`src/design/gcsd_pkg.sv`:
```
/*
  Package for the gauge control subcommand decoder: command codes, subcommand
  codes, status bit positions, timing constants and the shared structs.
  Assumes a 25 MHz system clock and an I2C link sampled by that clock.
*/
package gcsd_pkg;

  // System clock
  localparam int unsigned CLK_HZ = 25000000;

  // Control word command codes (low and high data byte)
  localparam logic [7:0] CMD_CTRL_LO = 8'h00;
  localparam logic [7:0] CMD_CTRL_HI = 8'h01;
  localparam logic [6:0] DEV_ADDR    = 7'h55;

  // Subcommand codes
  localparam logic [15:0] SUB_STATUS    = 16'h0000;
  localparam logic [15:0] SUB_PART      = 16'h0001;
  localparam logic [15:0] SUB_FW_REV    = 16'h0002;
  localparam logic [15:0] SUB_SI_REV    = 16'h0003;
  localparam logic [15:0] SUB_SUM       = 16'h0004;
  localparam logic [15:0] SUB_ECHO      = 16'h0007;
  localparam logic [15:0] SUB_CHEM      = 16'h0008;
  localparam logic [15:0] SUB_BOARD_CAL = 16'h0009;
  localparam logic [15:0] SUB_INT_CAL   = 16'h000a;
  localparam logic [15:0] SUB_OFS_STORE = 16'h000b;
  localparam logic [15:0] SUB_OC_SAMPLE = 16'h000c;
  localparam logic [15:0] SUB_PACK_IN   = 16'h000d;
  localparam logic [15:0] SUB_PACK_OUT  = 16'h000e;
  localparam logic [15:0] SUB_DS_SET    = 16'h0011;
  localparam logic [15:0] SUB_DS_CLR    = 16'h0012;
  localparam logic [15:0] SUB_LS_SET    = 16'h0013;
  localparam logic [15:0] SUB_LS_CLR    = 16'h0014;
  localparam logic [15:0] SUB_RESTORE   = 16'h0015;
  localparam logic [15:0] SUB_LOCK      = 16'h0020;
  localparam logic [15:0] SUB_ALG_EN    = 16'h0021;
  localparam logic [15:0] SUB_CAL_MODE  = 16'h0040;
  localparam logic [15:0] SUB_RESET     = 16'h0041;

  // Identity values, arbitrary
  localparam logic [15:0] PART_KIND_VAL = 16'h1234;
  localparam logic [15:0] FW_REV_VAL    = 16'h0101;
  localparam logic [15:0] SI_REV_VAL    = 16'h0011;
  localparam logic [15:0] CHEMISTRY_ID_QUERY_VAL   = 16'h0100;

  // Status word bit positions
  localparam int unsigned ST_FAS  = 14;
  localparam int unsigned ST_LOCK = 13;
  localparam int unsigned ST_CSV  = 12;
  localparam int unsigned ST_CCA  = 11;
  localparam int unsigned ST_BCA  = 10;
  localparam int unsigned ST_OCD  = 9;
  localparam int unsigned ST_OCF  = 8;

  // Timing
  localparam int unsigned CCA_DELAY_S  = 225;
  localparam int unsigned BCAL_S       = 32;
  localparam int unsigned ICAL_S       = 16;
  localparam longint unsigned CCA_CYC  = longint'(CCA_DELAY_S) * CLK_HZ;
  localparam longint unsigned BCAL_CYC = longint'(BCAL_S) * CLK_HZ;
  localparam longint unsigned ICAL_CYC = longint'(ICAL_S) * CLK_HZ;
  localparam int unsigned CCA_RUN_CYC  = 16;

  // Reset values
  localparam logic [15:0] RST_WORD = 16'h0000;

  typedef enum logic [2:0] {
    LS_IDLE = 3'b000,
    LS_ADDR = 3'b001,
    LS_ACK  = 3'b010,
    LS_DATA = 3'b011,
    LS_TX   = 3'b100,
    LS_TACK = 3'b101
  } gcsd_link_st_t;

  typedef struct packed {
    logic full_locked;
    logic locked;
    logic sum_valid;
    logic counter_cal_active;
    logic board_cal_active;
    logic open_circuit_done;
    logic open_circuit_fail;
    logic init_done;
    logic deep_sleep_req;
    logic light_sleep_enabled;
    logic sleep;
    logic constant_power_mode;
    logic resistance_update_disable;
    logic voltage_ok_for_capacity;
    logic capacity_update_enable;
  } gcsd_flags_t;

  typedef struct packed {
    logic init_done;
    logic sleep;
    logic constant_power_mode;
    logic resistance_update_disable;
    logic voltage_bad;
    logic pack_detect;
    logic insertion_detect_enable;
    logic oc_sample_ok;
    logic oc_sample_high_current;
    logic [15:0] flash_sum;
    logic [15:0] board_offset_meas;
    logic [15:0] counter_offset_meas;
  } gcsd_core_in_t;

endpackage

```
`src/design/gcsd_decoder.sv`:
```
/*
  Gauge control subcommand decoder: I2C slave front end for the control word
  command and the subcommand decode, status flags and calibration timers.
  Assumes SCL/SDA arrive asynchronously and the core measurement logic sits
  outside, feeding the core_in struct on the system clock.
*/
`timescale 1ns/10ps

module gcsd_decoder
  import gcsd_pkg::*;
#(
  parameter longint unsigned CCA_DELAY = CCA_CYC,
  parameter longint unsigned BCAL_TIME = BCAL_CYC,
  parameter longint unsigned ICAL_TIME = ICAL_CYC
) (
  // Clock and reset
  input  wire logic          sys_clk_in,
  input  wire logic          rst_n_in,
  // I2C pins
  input  wire logic          scl_in,
  input  wire logic          sda_in,
  output logic               sda_out,
  output logic               sda_oe_n_out,
  // Core measurement side
  input  gcsd_core_in_t      core_in,
  // Actions to the core
  output logic               flash_sum_start_out,
  output logic               oc_sample_req_out,
  output logic               restore_out,
  output logic               cal_mode_out,
  output logic               full_reset_out,
  output logic               offset_store_out,
  output logic               pack_present_flag_out,
  output logic [15:0]        control_status_word_out
);

  typedef struct packed {
    logic [1:0]    scl_s;
    logic [1:0]    sda_s;
    logic          scl_d;
    logic          sda_d;
    gcsd_link_st_t st;
    logic [3:0]    bitn;
    logic [7:0]    sh;
    logic          rd;
    logic [1:0]    nbyte;
    logic [7:0]    ptr;
    logic [15:0]   sub;
    logic [15:0]   prev_sub;
    logic [15:0]   ret;
    logic          sda_o;
    logic          sda_oe_n;
    gcsd_flags_t   fl;
    logic          pack;
    logic [15:0]   sum_store;
    logic [15:0]   board_store;
    logic [15:0]   ofs_store;
    logic [31:0]   cca_cnt;
    logic [31:0]   cal_cnt;
    logic          bcal_run;
    logic          ical_run;
    logic          sum_go;
    logic          oc_req;
    logic          oc_wait;
    logic          rest;
    logic          calm;
    logic          frst;
    logic          ostore;
  } gcsd_state_t;

  gcsd_state_t s_ff;
  gcsd_state_t nxt_s;

  function automatic logic [15:0] pack_status(input gcsd_flags_t f);
    pack_status = {1'b0, f.full_locked, f.locked, f.sum_valid, f.counter_cal_active,
                   f.board_cal_active, f.open_circuit_done, f.open_circuit_fail,
                   f.init_done, f.deep_sleep_req, f.light_sleep_enabled, f.sleep,
                   f.constant_power_mode, f.resistance_update_disable,
                   f.voltage_ok_for_capacity, f.capacity_update_enable};
  endfunction

  function automatic logic locked_ok(input logic [15:0] c);
    locked_ok = (c <= SUB_SI_REV) || (c == SUB_CHEM) ||
                (c >= SUB_OC_SAMPLE && c <= SUB_PACK_OUT) ||
                (c >= SUB_DS_SET && c <= SUB_LS_CLR);
  endfunction

  logic scl_rise;
  logic scl_fall;
  logic start_c;
  logic stop_c;
  logic [15:0] status_w;

  always_comb begin
    scl_rise = s_ff.scl_s[1] & ~s_ff.scl_d;
    scl_fall = ~s_ff.scl_s[1] & s_ff.scl_d;
    start_c  = s_ff.scl_s[1] & s_ff.sda_d & ~s_ff.sda_s[1];
    stop_c   = s_ff.scl_s[1] & ~s_ff.sda_d & s_ff.sda_s[1];
    status_w = pack_status(s_ff.fl);
  end

  always_comb begin
    logic [15:0] c;
    logic        exec;
    c     = 16'h0000;
    exec  = 1'b0;
    nxt_s = s_ff;
    nxt_s.scl_s = {s_ff.scl_s[0], scl_in};
    nxt_s.sda_s = {s_ff.sda_s[0], sda_in};
    nxt_s.scl_d = s_ff.scl_s[1];
    nxt_s.sda_d = s_ff.sda_s[1];
    nxt_s.sum_go = 1'b0;
    nxt_s.oc_req = 1'b0;
    nxt_s.rest   = 1'b0;
    nxt_s.calm   = 1'b0;
    nxt_s.frst   = 1'b0;
    nxt_s.ostore = 1'b0;

    // Live status inputs
    nxt_s.fl.init_done                 = core_in.init_done;
    nxt_s.fl.sleep                     = core_in.sleep;
    nxt_s.fl.constant_power_mode       = core_in.constant_power_mode;
    nxt_s.fl.resistance_update_disable = core_in.resistance_update_disable;
    if (core_in.voltage_bad) begin
      nxt_s.fl.voltage_ok_for_capacity = 1'b0;
    end
    if (core_in.insertion_detect_enable) begin
      nxt_s.pack = core_in.pack_detect;
    end

    // Counter calibration window after init
    if (!s_ff.fl.init_done) begin
      nxt_s.cca_cnt = 32'h0000_0000;
      nxt_s.fl.counter_cal_active = 1'b0;
    end else if (s_ff.cca_cnt < 32'(CCA_DELAY + CCA_RUN_CYC)) begin
      nxt_s.cca_cnt = s_ff.cca_cnt + 32'h0000_0001;
      nxt_s.fl.counter_cal_active = (s_ff.cca_cnt >= 32'(CCA_DELAY));
    end else begin
      nxt_s.fl.counter_cal_active = 1'b0;
    end

    // Open-circuit sample completion
    if (s_ff.oc_wait && (core_in.oc_sample_ok || core_in.oc_sample_high_current)) begin
      nxt_s.oc_wait = 1'b0;
      nxt_s.fl.open_circuit_done = s_ff.pack;
      nxt_s.fl.open_circuit_fail = core_in.oc_sample_high_current;
    end

    // Offset calibration timers
    if (s_ff.bcal_run || s_ff.ical_run) begin
      nxt_s.cal_cnt = s_ff.cal_cnt + 32'h0000_0001;
      if (s_ff.bcal_run && s_ff.cal_cnt == 32'(BCAL_TIME - 1)) begin
        nxt_s.bcal_run    = 1'b0;
        nxt_s.board_store = core_in.board_offset_meas;
        nxt_s.ret         = core_in.board_offset_meas;
        nxt_s.fl.board_cal_active = 1'b1;
      end
      if (s_ff.ical_run && s_ff.cal_cnt == 32'(ICAL_TIME - 1)) begin
        nxt_s.ical_run  = 1'b0;
        nxt_s.ofs_store = core_in.counter_offset_meas;
        nxt_s.ret       = core_in.counter_offset_meas;
      end
    end

    // I2C slave
    if (start_c) begin
      nxt_s.st = LS_ADDR;
      nxt_s.bitn = 4'h0;
      nxt_s.nbyte = 2'h0;
      nxt_s.sda_oe_n = 1'b1;
    end else if (stop_c) begin
      nxt_s.st = LS_IDLE;
      nxt_s.sda_oe_n = 1'b1;
      if (s_ff.nbyte == 2'h3 && !s_ff.rd && s_ff.ptr == CMD_CTRL_LO) begin
        exec = 1'b1;
        c    = s_ff.sub;
      end
    end else begin
      unique case (s_ff.st)
        LS_IDLE: begin
          nxt_s.sda_oe_n = 1'b1;
        end
        LS_ADDR, LS_DATA: begin
          if (scl_rise) begin
            nxt_s.sh = {s_ff.sh[6:0], s_ff.sda_s[1]};
            nxt_s.bitn = s_ff.bitn + 4'h1;
          end
          if (scl_fall && s_ff.bitn == 4'h8) begin
            nxt_s.bitn = 4'h0;
            if (s_ff.st == LS_ADDR && s_ff.sh[7:1] != DEV_ADDR) begin
              nxt_s.st = LS_IDLE;
            end else begin
              nxt_s.st = LS_ACK;
              nxt_s.sda_o = 1'b0;
              nxt_s.sda_oe_n = 1'b0;
              if (s_ff.st == LS_ADDR) begin
                nxt_s.rd = s_ff.sh[0];
                nxt_s.nbyte = 2'h0;
              end else begin
                unique case (s_ff.nbyte)
                  2'h0: nxt_s.ptr = s_ff.sh;
                  2'h1: nxt_s.sub[7:0] = s_ff.sh;
                  default: nxt_s.sub[15:8] = s_ff.sh;
                endcase
                if (s_ff.nbyte != 2'h3) begin
                  nxt_s.nbyte = s_ff.nbyte + 2'h1;
                end
              end
            end
          end
        end
        LS_ACK: begin
          if (scl_fall) begin
            nxt_s.sda_oe_n = 1'b1;
            if (s_ff.rd && s_ff.nbyte == 2'h0 && s_ff.st == LS_ACK && s_ff.bitn == 4'h0
                && s_ff.sh[0]) begin
              nxt_s.st = LS_TX;
              nxt_s.sh = (s_ff.ptr[0]) ? s_ff.ret[15:8] : s_ff.ret[7:0];
              nxt_s.sda_o = (s_ff.ptr[0]) ? s_ff.ret[15] : s_ff.ret[7];
              nxt_s.sda_oe_n = 1'b0;
              nxt_s.bitn = 4'h1;
            end else begin
              nxt_s.st = LS_DATA;
            end
          end
        end
        LS_TX: begin
          if (scl_fall) begin
            if (s_ff.bitn == 4'h8) begin
              nxt_s.st = LS_TACK;
              nxt_s.sda_oe_n = 1'b1;
              nxt_s.ptr = s_ff.ptr + 8'h01;
            end else begin
              nxt_s.sda_o = s_ff.sh[3'(7 - s_ff.bitn)];
              nxt_s.bitn = s_ff.bitn + 4'h1;
            end
          end
        end
        LS_TACK: begin
          if (scl_rise && s_ff.sda_s[1]) begin
            nxt_s.st = LS_IDLE;
          end else if (scl_fall) begin
            nxt_s.st = LS_TX;
            nxt_s.sh = (s_ff.ptr[0]) ? s_ff.ret[15:8] : s_ff.ret[7:0];
            nxt_s.sda_o = (s_ff.ptr[0]) ? s_ff.ret[15] : s_ff.ret[7];
            nxt_s.sda_oe_n = 1'b0;
            nxt_s.bitn = 4'h1;
          end
        end
        default: nxt_s.st = LS_IDLE;
      endcase
    end

    // Subcommand decode
    if (exec && (!s_ff.fl.locked || locked_ok(c))) begin
      nxt_s.prev_sub = c;
      unique case (c)
        SUB_STATUS: nxt_s.ret = status_w;
        SUB_PART:   nxt_s.ret = PART_KIND_VAL;
        SUB_FW_REV: nxt_s.ret = FW_REV_VAL;
        SUB_SI_REV: nxt_s.ret = SI_REV_VAL;
        SUB_SUM: begin
          nxt_s.sum_go = 1'b1;
          nxt_s.sum_store = core_in.flash_sum;
          nxt_s.ret = core_in.flash_sum;
          nxt_s.fl.sum_valid = 1'b1;
        end
        SUB_ECHO: nxt_s.ret = s_ff.prev_sub;
        SUB_CHEM: nxt_s.ret = CHEMISTRY_ID_QUERY_VAL;
        SUB_BOARD_CAL: begin
          nxt_s.bcal_run = 1'b1;
          nxt_s.cal_cnt = 32'h0000_0000;
        end
        SUB_INT_CAL: begin
          nxt_s.ical_run = 1'b1;
          nxt_s.cal_cnt = 32'h0000_0000;
        end
        SUB_OFS_STORE: nxt_s.ostore = 1'b1;
        SUB_OC_SAMPLE: begin
          nxt_s.oc_req = 1'b1;
          nxt_s.oc_wait = 1'b1;
        end
        SUB_PACK_IN: if (!core_in.insertion_detect_enable) nxt_s.pack = 1'b1;
        SUB_PACK_OUT: if (!core_in.insertion_detect_enable) nxt_s.pack = 1'b0;
        SUB_DS_SET: nxt_s.fl.deep_sleep_req = 1'b1;
        SUB_DS_CLR: nxt_s.fl.deep_sleep_req = 1'b0;
        SUB_LS_SET: nxt_s.fl.light_sleep_enabled = 1'b1;
        SUB_LS_CLR: nxt_s.fl.light_sleep_enabled = 1'b0;
        SUB_RESTORE: nxt_s.rest = 1'b1;
        SUB_LOCK: nxt_s.fl.locked = 1'b1;
        SUB_ALG_EN: begin
          nxt_s.fl.voltage_ok_for_capacity = 1'b1;
          nxt_s.fl.capacity_update_enable = 1'b1;
        end
        SUB_CAL_MODE: nxt_s.calm = 1'b1;
        SUB_RESET: nxt_s.frst = 1'b1;
        default: nxt_s.prev_sub = s_ff.prev_sub;
      endcase
    end else if (exec && c == SUB_SUM) begin
      nxt_s.ret = s_ff.sum_store;
    end else if (exec && c == SUB_BOARD_CAL) begin
      nxt_s.ret = s_ff.board_store;
    end else if (exec && c == SUB_INT_CAL) begin
      nxt_s.ret = s_ff.ofs_store;
    end
  end

  always_ff @(posedge sys_clk_in) begin
    if (!rst_n_in) begin
      s_ff <= '0;
      s_ff.scl_s <= 2'h3;
      s_ff.sda_s <= 2'h3;
      s_ff.scl_d <= 1'b1;
      s_ff.sda_d <= 1'b1;
      s_ff.sda_o <= 1'b1;
      s_ff.sda_oe_n <= 1'b1;
      s_ff.ret <= RST_WORD;
      s_ff.st <= LS_IDLE;
    end else begin
      s_ff <= nxt_s;
    end
  end

  always_comb begin
    sda_out                 = s_ff.sda_o;
    sda_oe_n_out            = s_ff.sda_oe_n;
    flash_sum_start_out     = s_ff.sum_go;
    oc_sample_req_out       = s_ff.oc_req;
    restore_out             = s_ff.rest;
    cal_mode_out            = s_ff.calm;
    full_reset_out          = s_ff.frst;
    offset_store_out        = s_ff.ostore;
    pack_present_flag_out   = s_ff.pack;
    control_status_word_out = s_ff.ret;
  end

  lock_sticky_a: assert property (@(posedge sys_clk_in) disable iff (!rst_n_in)
    s_ff.fl.locked |=> s_ff.fl.locked) else $error("lock dropped");
  locked_gate_a: assert property (@(posedge sys_clk_in) disable iff (!rst_n_in)
    (exec_view() && s_ff.fl.locked && s_ff.sub == SUB_RESTORE) |=> !restore_out)
    else $error("restore while locked");
  ds_set_a: assert property (@(posedge sys_clk_in) disable iff (!rst_n_in)
    (exec_view() && s_ff.sub == SUB_DS_SET) |=> s_ff.fl.deep_sleep_req)
    else $error("deep sleep not set");
  ls_clr_a: assert property (@(posedge sys_clk_in) disable iff (!rst_n_in)
    (exec_view() && s_ff.sub == SUB_LS_CLR) |=> !s_ff.fl.light_sleep_enabled)
    else $error("light sleep not cleared");
  status_fmt_a: assert property (@(posedge sys_clk_in) disable iff (!rst_n_in)
    (exec_view() && s_ff.sub == SUB_STATUS) |=> control_status_word_out[15] == 1'b0)
    else $error("reserved bit set");
  qen_hold_a: assert property (@(posedge sys_clk_in) disable iff (!rst_n_in)
    s_ff.fl.capacity_update_enable |=> s_ff.fl.capacity_update_enable)
    else $error("capacity enable cleared");
  oc_done_a: assert property (@(posedge sys_clk_in) disable iff (!rst_n_in)
    $rose(s_ff.fl.open_circuit_done) |-> $past(s_ff.pack)) else $error("oc done without pack");
  ret_stable_a: assert property (@(posedge sys_clk_in) disable iff (!rst_n_in)
    (!exec_view() && !s_ff.bcal_run && !s_ff.ical_run) |=> $stable(control_status_word_out))
    else $error("return word changed");

  function automatic logic exec_view();
    exec_view = stop_c && s_ff.nbyte == 2'h3 && !s_ff.rd && s_ff.ptr == CMD_CTRL_LO;
  endfunction

endmodule

```
`config.mk`:
```
export PLATFORM = sky130hd
export DESIGN_NAME = gcsd_decoder
export DESIGN_NICKNAME = d
export VERILOG_FILES = /design/src/design/gcsd_pkg.sv /design/src/design/gcsd_decoder.sv
export SDC_FILE = /design/constraint.sdc
export NUM_CORES = 1
export LEC_CHECK = 0
export BUFFER_PORTS_ARGS = -buffer_cell sky130_fd_sc_hd__buf_4
export CORE_ASPECT_RATIO = 0.75
export CORE_UTILIZATION = 25
export DETAILED_ROUTE_END_ITERATION = 16
export PLACE_DENSITY = 0.42
export SLEW_MARGIN = 20
export SYNTH_ARGS = -nofsm -noshare
export SYNTH_HDL_FRONTEND = slang
export SYNTH_SLANG_ARGS = --single-unit
```
`constraint.sdc`:
```
create_clock -name sys_clk_in -period 2.7 [get_ports sys_clk_in]
set_clock_uncertainty 0.1 [all_clocks]
set_input_delay 0 -clock sys_clk_in [delete_from_list [all_inputs] [get_ports sys_clk_in]]
set_output_delay 0 -clock sys_clk_in [all_outputs]
set_load 0.01 [all_outputs]
```
-- Yosys cells after proc, flatten, opt, wreduce, memory -nomap -nowiden
Cells that the tools add are included.
- $add $sub $neg: 6
- eq/ne operators: 53
- $lt $le $gt $ge: 8
- multiplexer cells: 85
- shift operators: 0
- reduce and logical (&&, ||, !) cells: 66
- multipliers: 0
- bitwise logic cells: 17
- divide/modulo/power cells: 0
- operators with widths (operator ; number):
    two-way mux 16 bit ; 12
    == test 16 x 4 -> 1 bit (second input constant) ; 7
    one-hot mux 16 bit (7 select lines) ; 1
    == test 16 x 5 -> 1 bit (second input constant) ; 5
    adder 32 x 1 -> 32 bit (second input constant) ; 2
    two-way mux 27 bit ; 2
    two-way mux 8 bit ; 6
    two-way mux 41 bit ; 1
    two-way mux 39 bit ; 1
    two-way mux 12 bit ; 3
    two-way mux 34 bit ; 1
    == test 16 x 2 -> 1 bit (second input constant) ; 2
    == test 16 x 3 -> 1 bit (second input constant) ; 2
    == test 16 x 6 -> 1 bit (second input constant) ; 2
    == test 16 x 7 -> 1 bit (second input constant) ; 2
    == test 32 x 29 -> 1 bit (second input constant) ; 1
    == test 32 x 30 -> 1 bit (second input constant) ; 1
    greater-or-equal comparator 32 x 31 -> 1 bit (second input constant) ; 1
    less-than comparator 32 x 31 -> 1 bit (second input constant) ; 1
    two-way mux 32 bit ; 1
    two-way mux 15 bit ; 2
    two-way mux 2 bit ; 12
    two-way mux 24 bit ; 1
    inequality test 2 bit (second input constant) ; 12
    other kinds (61) ; 154
- input port bits: 61
- bits in writable memories: 0
- bits in latches: 0
- output and inout bits: 25
- word-level logic and storage cells: 281
- ROM bits: 0
- memories: 0
- flip-flop bits (word level): 218

-- Logic depth before layout (Yosys ltp)
- word-level depth: 13
- gate-level depth with buffers: 13
- depth with buffers taken out: 9

-- Worst setup path before layout
No wires, ideal clock.
- path type: register -> register
- from: register s_ff[187] in the netlist's numbering
- to: register s_ff[161] in the netlist's numbering
- library setup time: 0.128 ns
- data required time: 2.472 ns
- clock period less this slack: 2.414 ns
- stages on the path, launching flop included: 13
- path slack: 0.286 ns
- path buffers: 3
- arrival time: 2.186 ns
- cell sequence: dfxtp_1 buf_2 inv_1 ha_1 and2_1 and4_1 buf_2 nand2_1 o41ai_1 o21ai_4 buf_2 mux2i_1 nor2_1
- word-level cells in the longest chain between the ends: 12
- elaborated cells on any way between the ends: 44
- ends and longest elaborated chain (element ; RTL line ; text):
    from (decl) ; gcsd_decoder.sv:71 ; gcsd_state_t s_ff;
    from (signal assigned) ; gcsd_decoder.sv:320 ; s_ff <= nxt_s;
    zero test 8 bit * ; gcsd_decoder.sv:174 ; if (s_ff.nbyte == 2'h3 && !s_ff.rd && s_ff.ptr == CMD_CTRL_LO) begin
    logical AND 1 bit * ; gcsd_decoder.sv:174 ;
    two-way mux 16 bit ; gcsd_decoder.sv:174 ;
    two-way mux 16 bit ; gcsd_decoder.sv:171 ; end else if (stop_c) begin
    two-way mux 16 bit ; gcsd_decoder.sv:166 ; if (start_c) begin
    <= comparator 16 x 2 -> 1 bit (tied with other cells) ; gcsd_decoder.sv:83 ; locked_ok = (c <= SUB_SI_REV) || (c == SUB_CHEM) ||
    logical OR 1 bit / logical AND 1 bit (equally long branches) ; gcsd_decoder.sv:83, gcsd_decoder.sv:84 ;
    logical OR 1 bit ; gcsd_decoder.sv:83 ;
    logical OR 1 bit ; gcsd_decoder.sv:84 ; (c >= SUB_OC_SAMPLE && c <= SUB_PACK_OUT) ||
    logical OR 1 bit ; gcsd_decoder.sv:255 ; if (exec && (!s_ff.fl.locked || locked_ok(c))) begin
    logical AND 1 bit ; gcsd_decoder.sv:255 ;
    AND reduction 2 bit (no line) ; n/a ;
Mark *: on every way between the ends. The rest lies on a longest branch, timed or not.
A chain may end at the register's enable or synchronous reset.

-- Worst setup path in the final report
- from: register s_ff[173] in the netlist's numbering
- to: register s_ff[12] in the netlist's numbering
- word-level cells in the longest chain between the ends: 10
- elaborated cells on any way between the ends: 21
- ends and longest elaborated chain (element ; RTL line):
    two-way mux 16 bit * ; gcsd_decoder.sv:174
    two-way mux 16 bit * ; gcsd_decoder.sv:171
    two-way mux 16 bit * ; gcsd_decoder.sv:166
    <= comparator 16 x 2 -> 1 bit (tied with other cells) ; gcsd_decoder.sv:83
    logical OR 1 bit / logical AND 1 bit (equally long branches) ; gcsd_decoder.sv:83, gcsd_decoder.sv:84
    logical OR 1 bit ; gcsd_decoder.sv:83
    logical OR 1 bit ; gcsd_decoder.sv:84
    logical OR 1 bit ; gcsd_decoder.sv:255
    logical AND 1 bit ; gcsd_decoder.sv:255
    two-way mux 41 bit * ; gcsd_decoder.sv:255
Marks and branches as above.

==> results.json <==
{
  "status": "completed",
  "grt_pass1_vias": 10290,
  "powerDensity_mw_per_mm2": 502,
  "die_h_um": 185,
  "die_w_um": 246,
  "cp_data_required_time_ps": 3020,
  "fin_nets": 1627,
  "gr-total-overflow": 0,
  "critPathCaptureType": "register",
  "grt_max_degree": 38,
  "syn_nets": 1452,
  "wl_per_cell_um": 18.6,
  "drc_errors": 0,
  "worstSetupEndpoint": "s_ff[12]$_SDFF_PN0_",
  "whs_path_depth": 3,
  "start_util_pct": 25.5,
  "final.setup.tns_ps": 0,
  "dpl.hpwl_um": 29100,
  "critPathTopFamily": "compound AO/OA/AOI/OAI gates",
  "seq_area_frac_synth_pct": 39.1,
  "slew_headroom_pct": 35.2,
  "vias": 10750,
  "p_leak_uw": 0.00547,
  "r2r-start": "s_ff[173]$_SDFFE_PN0P_",
  "grt_antenna_before_repair": 2,
  "drt-initial-drc-count": 721,
  "async_flop_share_pct": 0,
  "maxCapViolCount": 0,
  "finalHoldViolations": 0,
  "cp-start-kind": "register",
  "totalWireLength_um": 40100,
  "fmax_mhz": 382,
  "port_buffers": 85,
  "pin_count": 86,
  "place_congestion": 0.898,
  "clkLatencyLatePin_ps": 560,
  "final_cell_mix": "nand2_1, dfxtp_1, buf_4, nor2_1, a21oi_1",
  "worst_ep_arrival_time_ps": 2940,
  "slew_violations": 0,
  "timing.rr.end": "s_ff[12]$_SDFF_PN0_",
  "clkSlewWorstSetupHoldPaths_ps": 60,
  "cts_buffers": 26,
  "cts-root-buf": "clkbuf_16",
  "final_common_cell": "nand2_1",
  "regToRegSetupSlack_ps": 80,
  "grt_use_total_pct": 17.4,
  "worstPathCellList": "buf_4, nor2b_1, a221o_1, a211o_1, a21oi_2, a31o_2, buf_12, nor2_1",
  "cts_tree": "done",
  "startpoint": "s_ff[173]$_SDFFE_PN0P_",
  "drive_gt1_share_pct": 17.0,
  "ant_nets": 0,
  "synth_warnings": 0,
  "reg2reg_depth": 8,
  "h-tree-depth": 1,
  "grt_pass1_wl_um": 61600,
  "syn2layout_area_growth_pct": 29.4,
  "cp_slowest_cell": "a21oi_2",
  "synth_flop_cell": "dfxtp_1",
  "vias_per_cell": 4.99,
  "synth_area_leaders": "dfxtp_1, nand2_1, nor2_1",
  "syn_inst": 1381,
  "netlist.area_leader.share_pct": 39.1,
  "die_area_mm2": 0.0455,
  "syn-cell-area_mm2": 0.0112,
  "max_stage_delay_ps": 450,
  "vdd_drop_max_v": 0.000386,
  "synth_cell_type_count": 91,
  "tightest_slew_ps": 965,
  "hp-class": "in2reg",
  "num_rows": 66,
  "firstDrtPassIters": 5,
  "worst_hold_slack_ps": 122,
  "finalSetupViolCount": 0,
  "timing.final.crit_share_pct": 97.1,
  "synth_top_area_cell": "dfxtp_1",
  "finalCriticalPeriod_ps": 2620,
  "syn_avg_cell_area_um2": 8.08,
  "synth_seq_cells": 218,
  "crit_cells": 8,
  "path_buf_inv": 2,
  "clockBufferDepth": 3,
  "synth-edff-count": 0,
  "critPathKind": "reg2reg",
  "core-area_mm2": 0.0437,
  "cts_num_sinks": 218,
  "rsz0062_at_grt": "yes",
  "cp_max_fo": 32
}
-- power by group --
part           total (uW)  internal [uW]  leakage [uW]  switching [uW]
clock                3660           2180      0.000433            1480
combinational         338            170       0.00327             167
sequential           3240           3230       0.00176            13.4
total                7240           5580       0.00547            1660
-- metrics by stage --
stage               cells  setup slack [ps]  util [%]  total power [uW]  instance area [um^2]
floorplan            1381               286         -              3410                 11200
global placement     2034              -152      29.2              3580                 12800
detailed placement   2034              25.3      29.3              3580                 12800
CTS                  2148             0.649      32.8              7360                 14300
global route         2153             -27.4      33.0              7510                 14400
finish               2154              79.1      33.0              7240                 14400
-- synthesized netlist by cell type, types with 28 or more instances --
| library cell | count |
|---|---|
| mux2i_1 | 40 |
| nand2_1 | 218 |
| nor2_1 | 152 |
| a21oi_1 | 91 |
| nand3_1 | 44 |
| o21ai_0 | 45 |
| dfxtp_1 | 218 |
| and3_1 | 28 |
| nor3_1 | 30 |
| clkbuf_1 | 54 |
-- worst min-delay path, delay by kind of cell --
family	cells	cell delay, ps
buffers and inverters	2	630
AND/OR/NAND/NOR	1	100
-- layout make-up --
type	count	area, um^2
sequential	218	4370
clock buffer	40	785
antenna	1	2.50
timing repair buffer	244	2070
fill	4584	29300
clock inverter	7	88.8
multi-input combinational	1040	6300
inverter	26	97.6
tap	578	723
-- kinds of logic (layout without fill, tap and decap cells) --
logic type	Yosys count	in the layout	synth area share, %
AOI/OAI and AO/OA	304	305	18.4
xor gates and xnor gates	47	47	3.69
adders and majority gates	10	10	1.12
buffers and inverters	124	317	5.17
DFF	218	218	39.1
muxes	43	43	4.09
other	0	1	0
and+or+nand+nor	635	635	28.4
-- sequential cells by signal, indices dropped and copies added (netlist names) --
| name | cells |
|---|---|
| restore_out | 1 |
| oc_sample_req_out | 1 |
| full_reset_out | 1 |
| s_ff | 189 |
| flash_sum_start_out | 1 |
| control_status_word_out | 16 |
| nxt_s | 4 |
| pack_present_flag_out | 1 |
| sda_oe_n_out | 1 |
| cal_mode_out | 1 |
| offset_store_out | 1 |
| sda_out | 1 |
-- routing by layer --
metal	vias up	routed length [um]	GRT usage (%)
met4	2	992	4.65
li1	5294	-	-
met3	57	2280	3.00
met1	5102	21000	26.8
met2	295	15800	24.3
met5	-	8	0
-- how the worst min path moves through the flow --
| stage | start | endpoint |
|---|---|---|
| floorplan | sda_in | nxt_s[216]$_SDFF_PN1_ |
| global placement | scl_in | nxt_s[218]$_SDFF_PN1_ |
| detailed placement | scl_in | nxt_s[218]$_SDFF_PN1_ |
| CTS | core_in[55] | s_ff[126]$_SDFF_PN0_ |
| global route | core_in[55] | s_ff[126]$_SDFF_PN0_ |
| finish | core_in[55] | s_ff[126]$_SDFF_PN0_ |
-- repair_timing --
item,CTS,global route
hold buffers,67,0
resized for setup,1,12
endpoints found under the setup margin,2,34
pin swaps,0,6
cloned,0,1
hold endpoints to repair,83,0
buffers inserted,0,4
No activity file was read; power rests on OpenSTA's default activity.
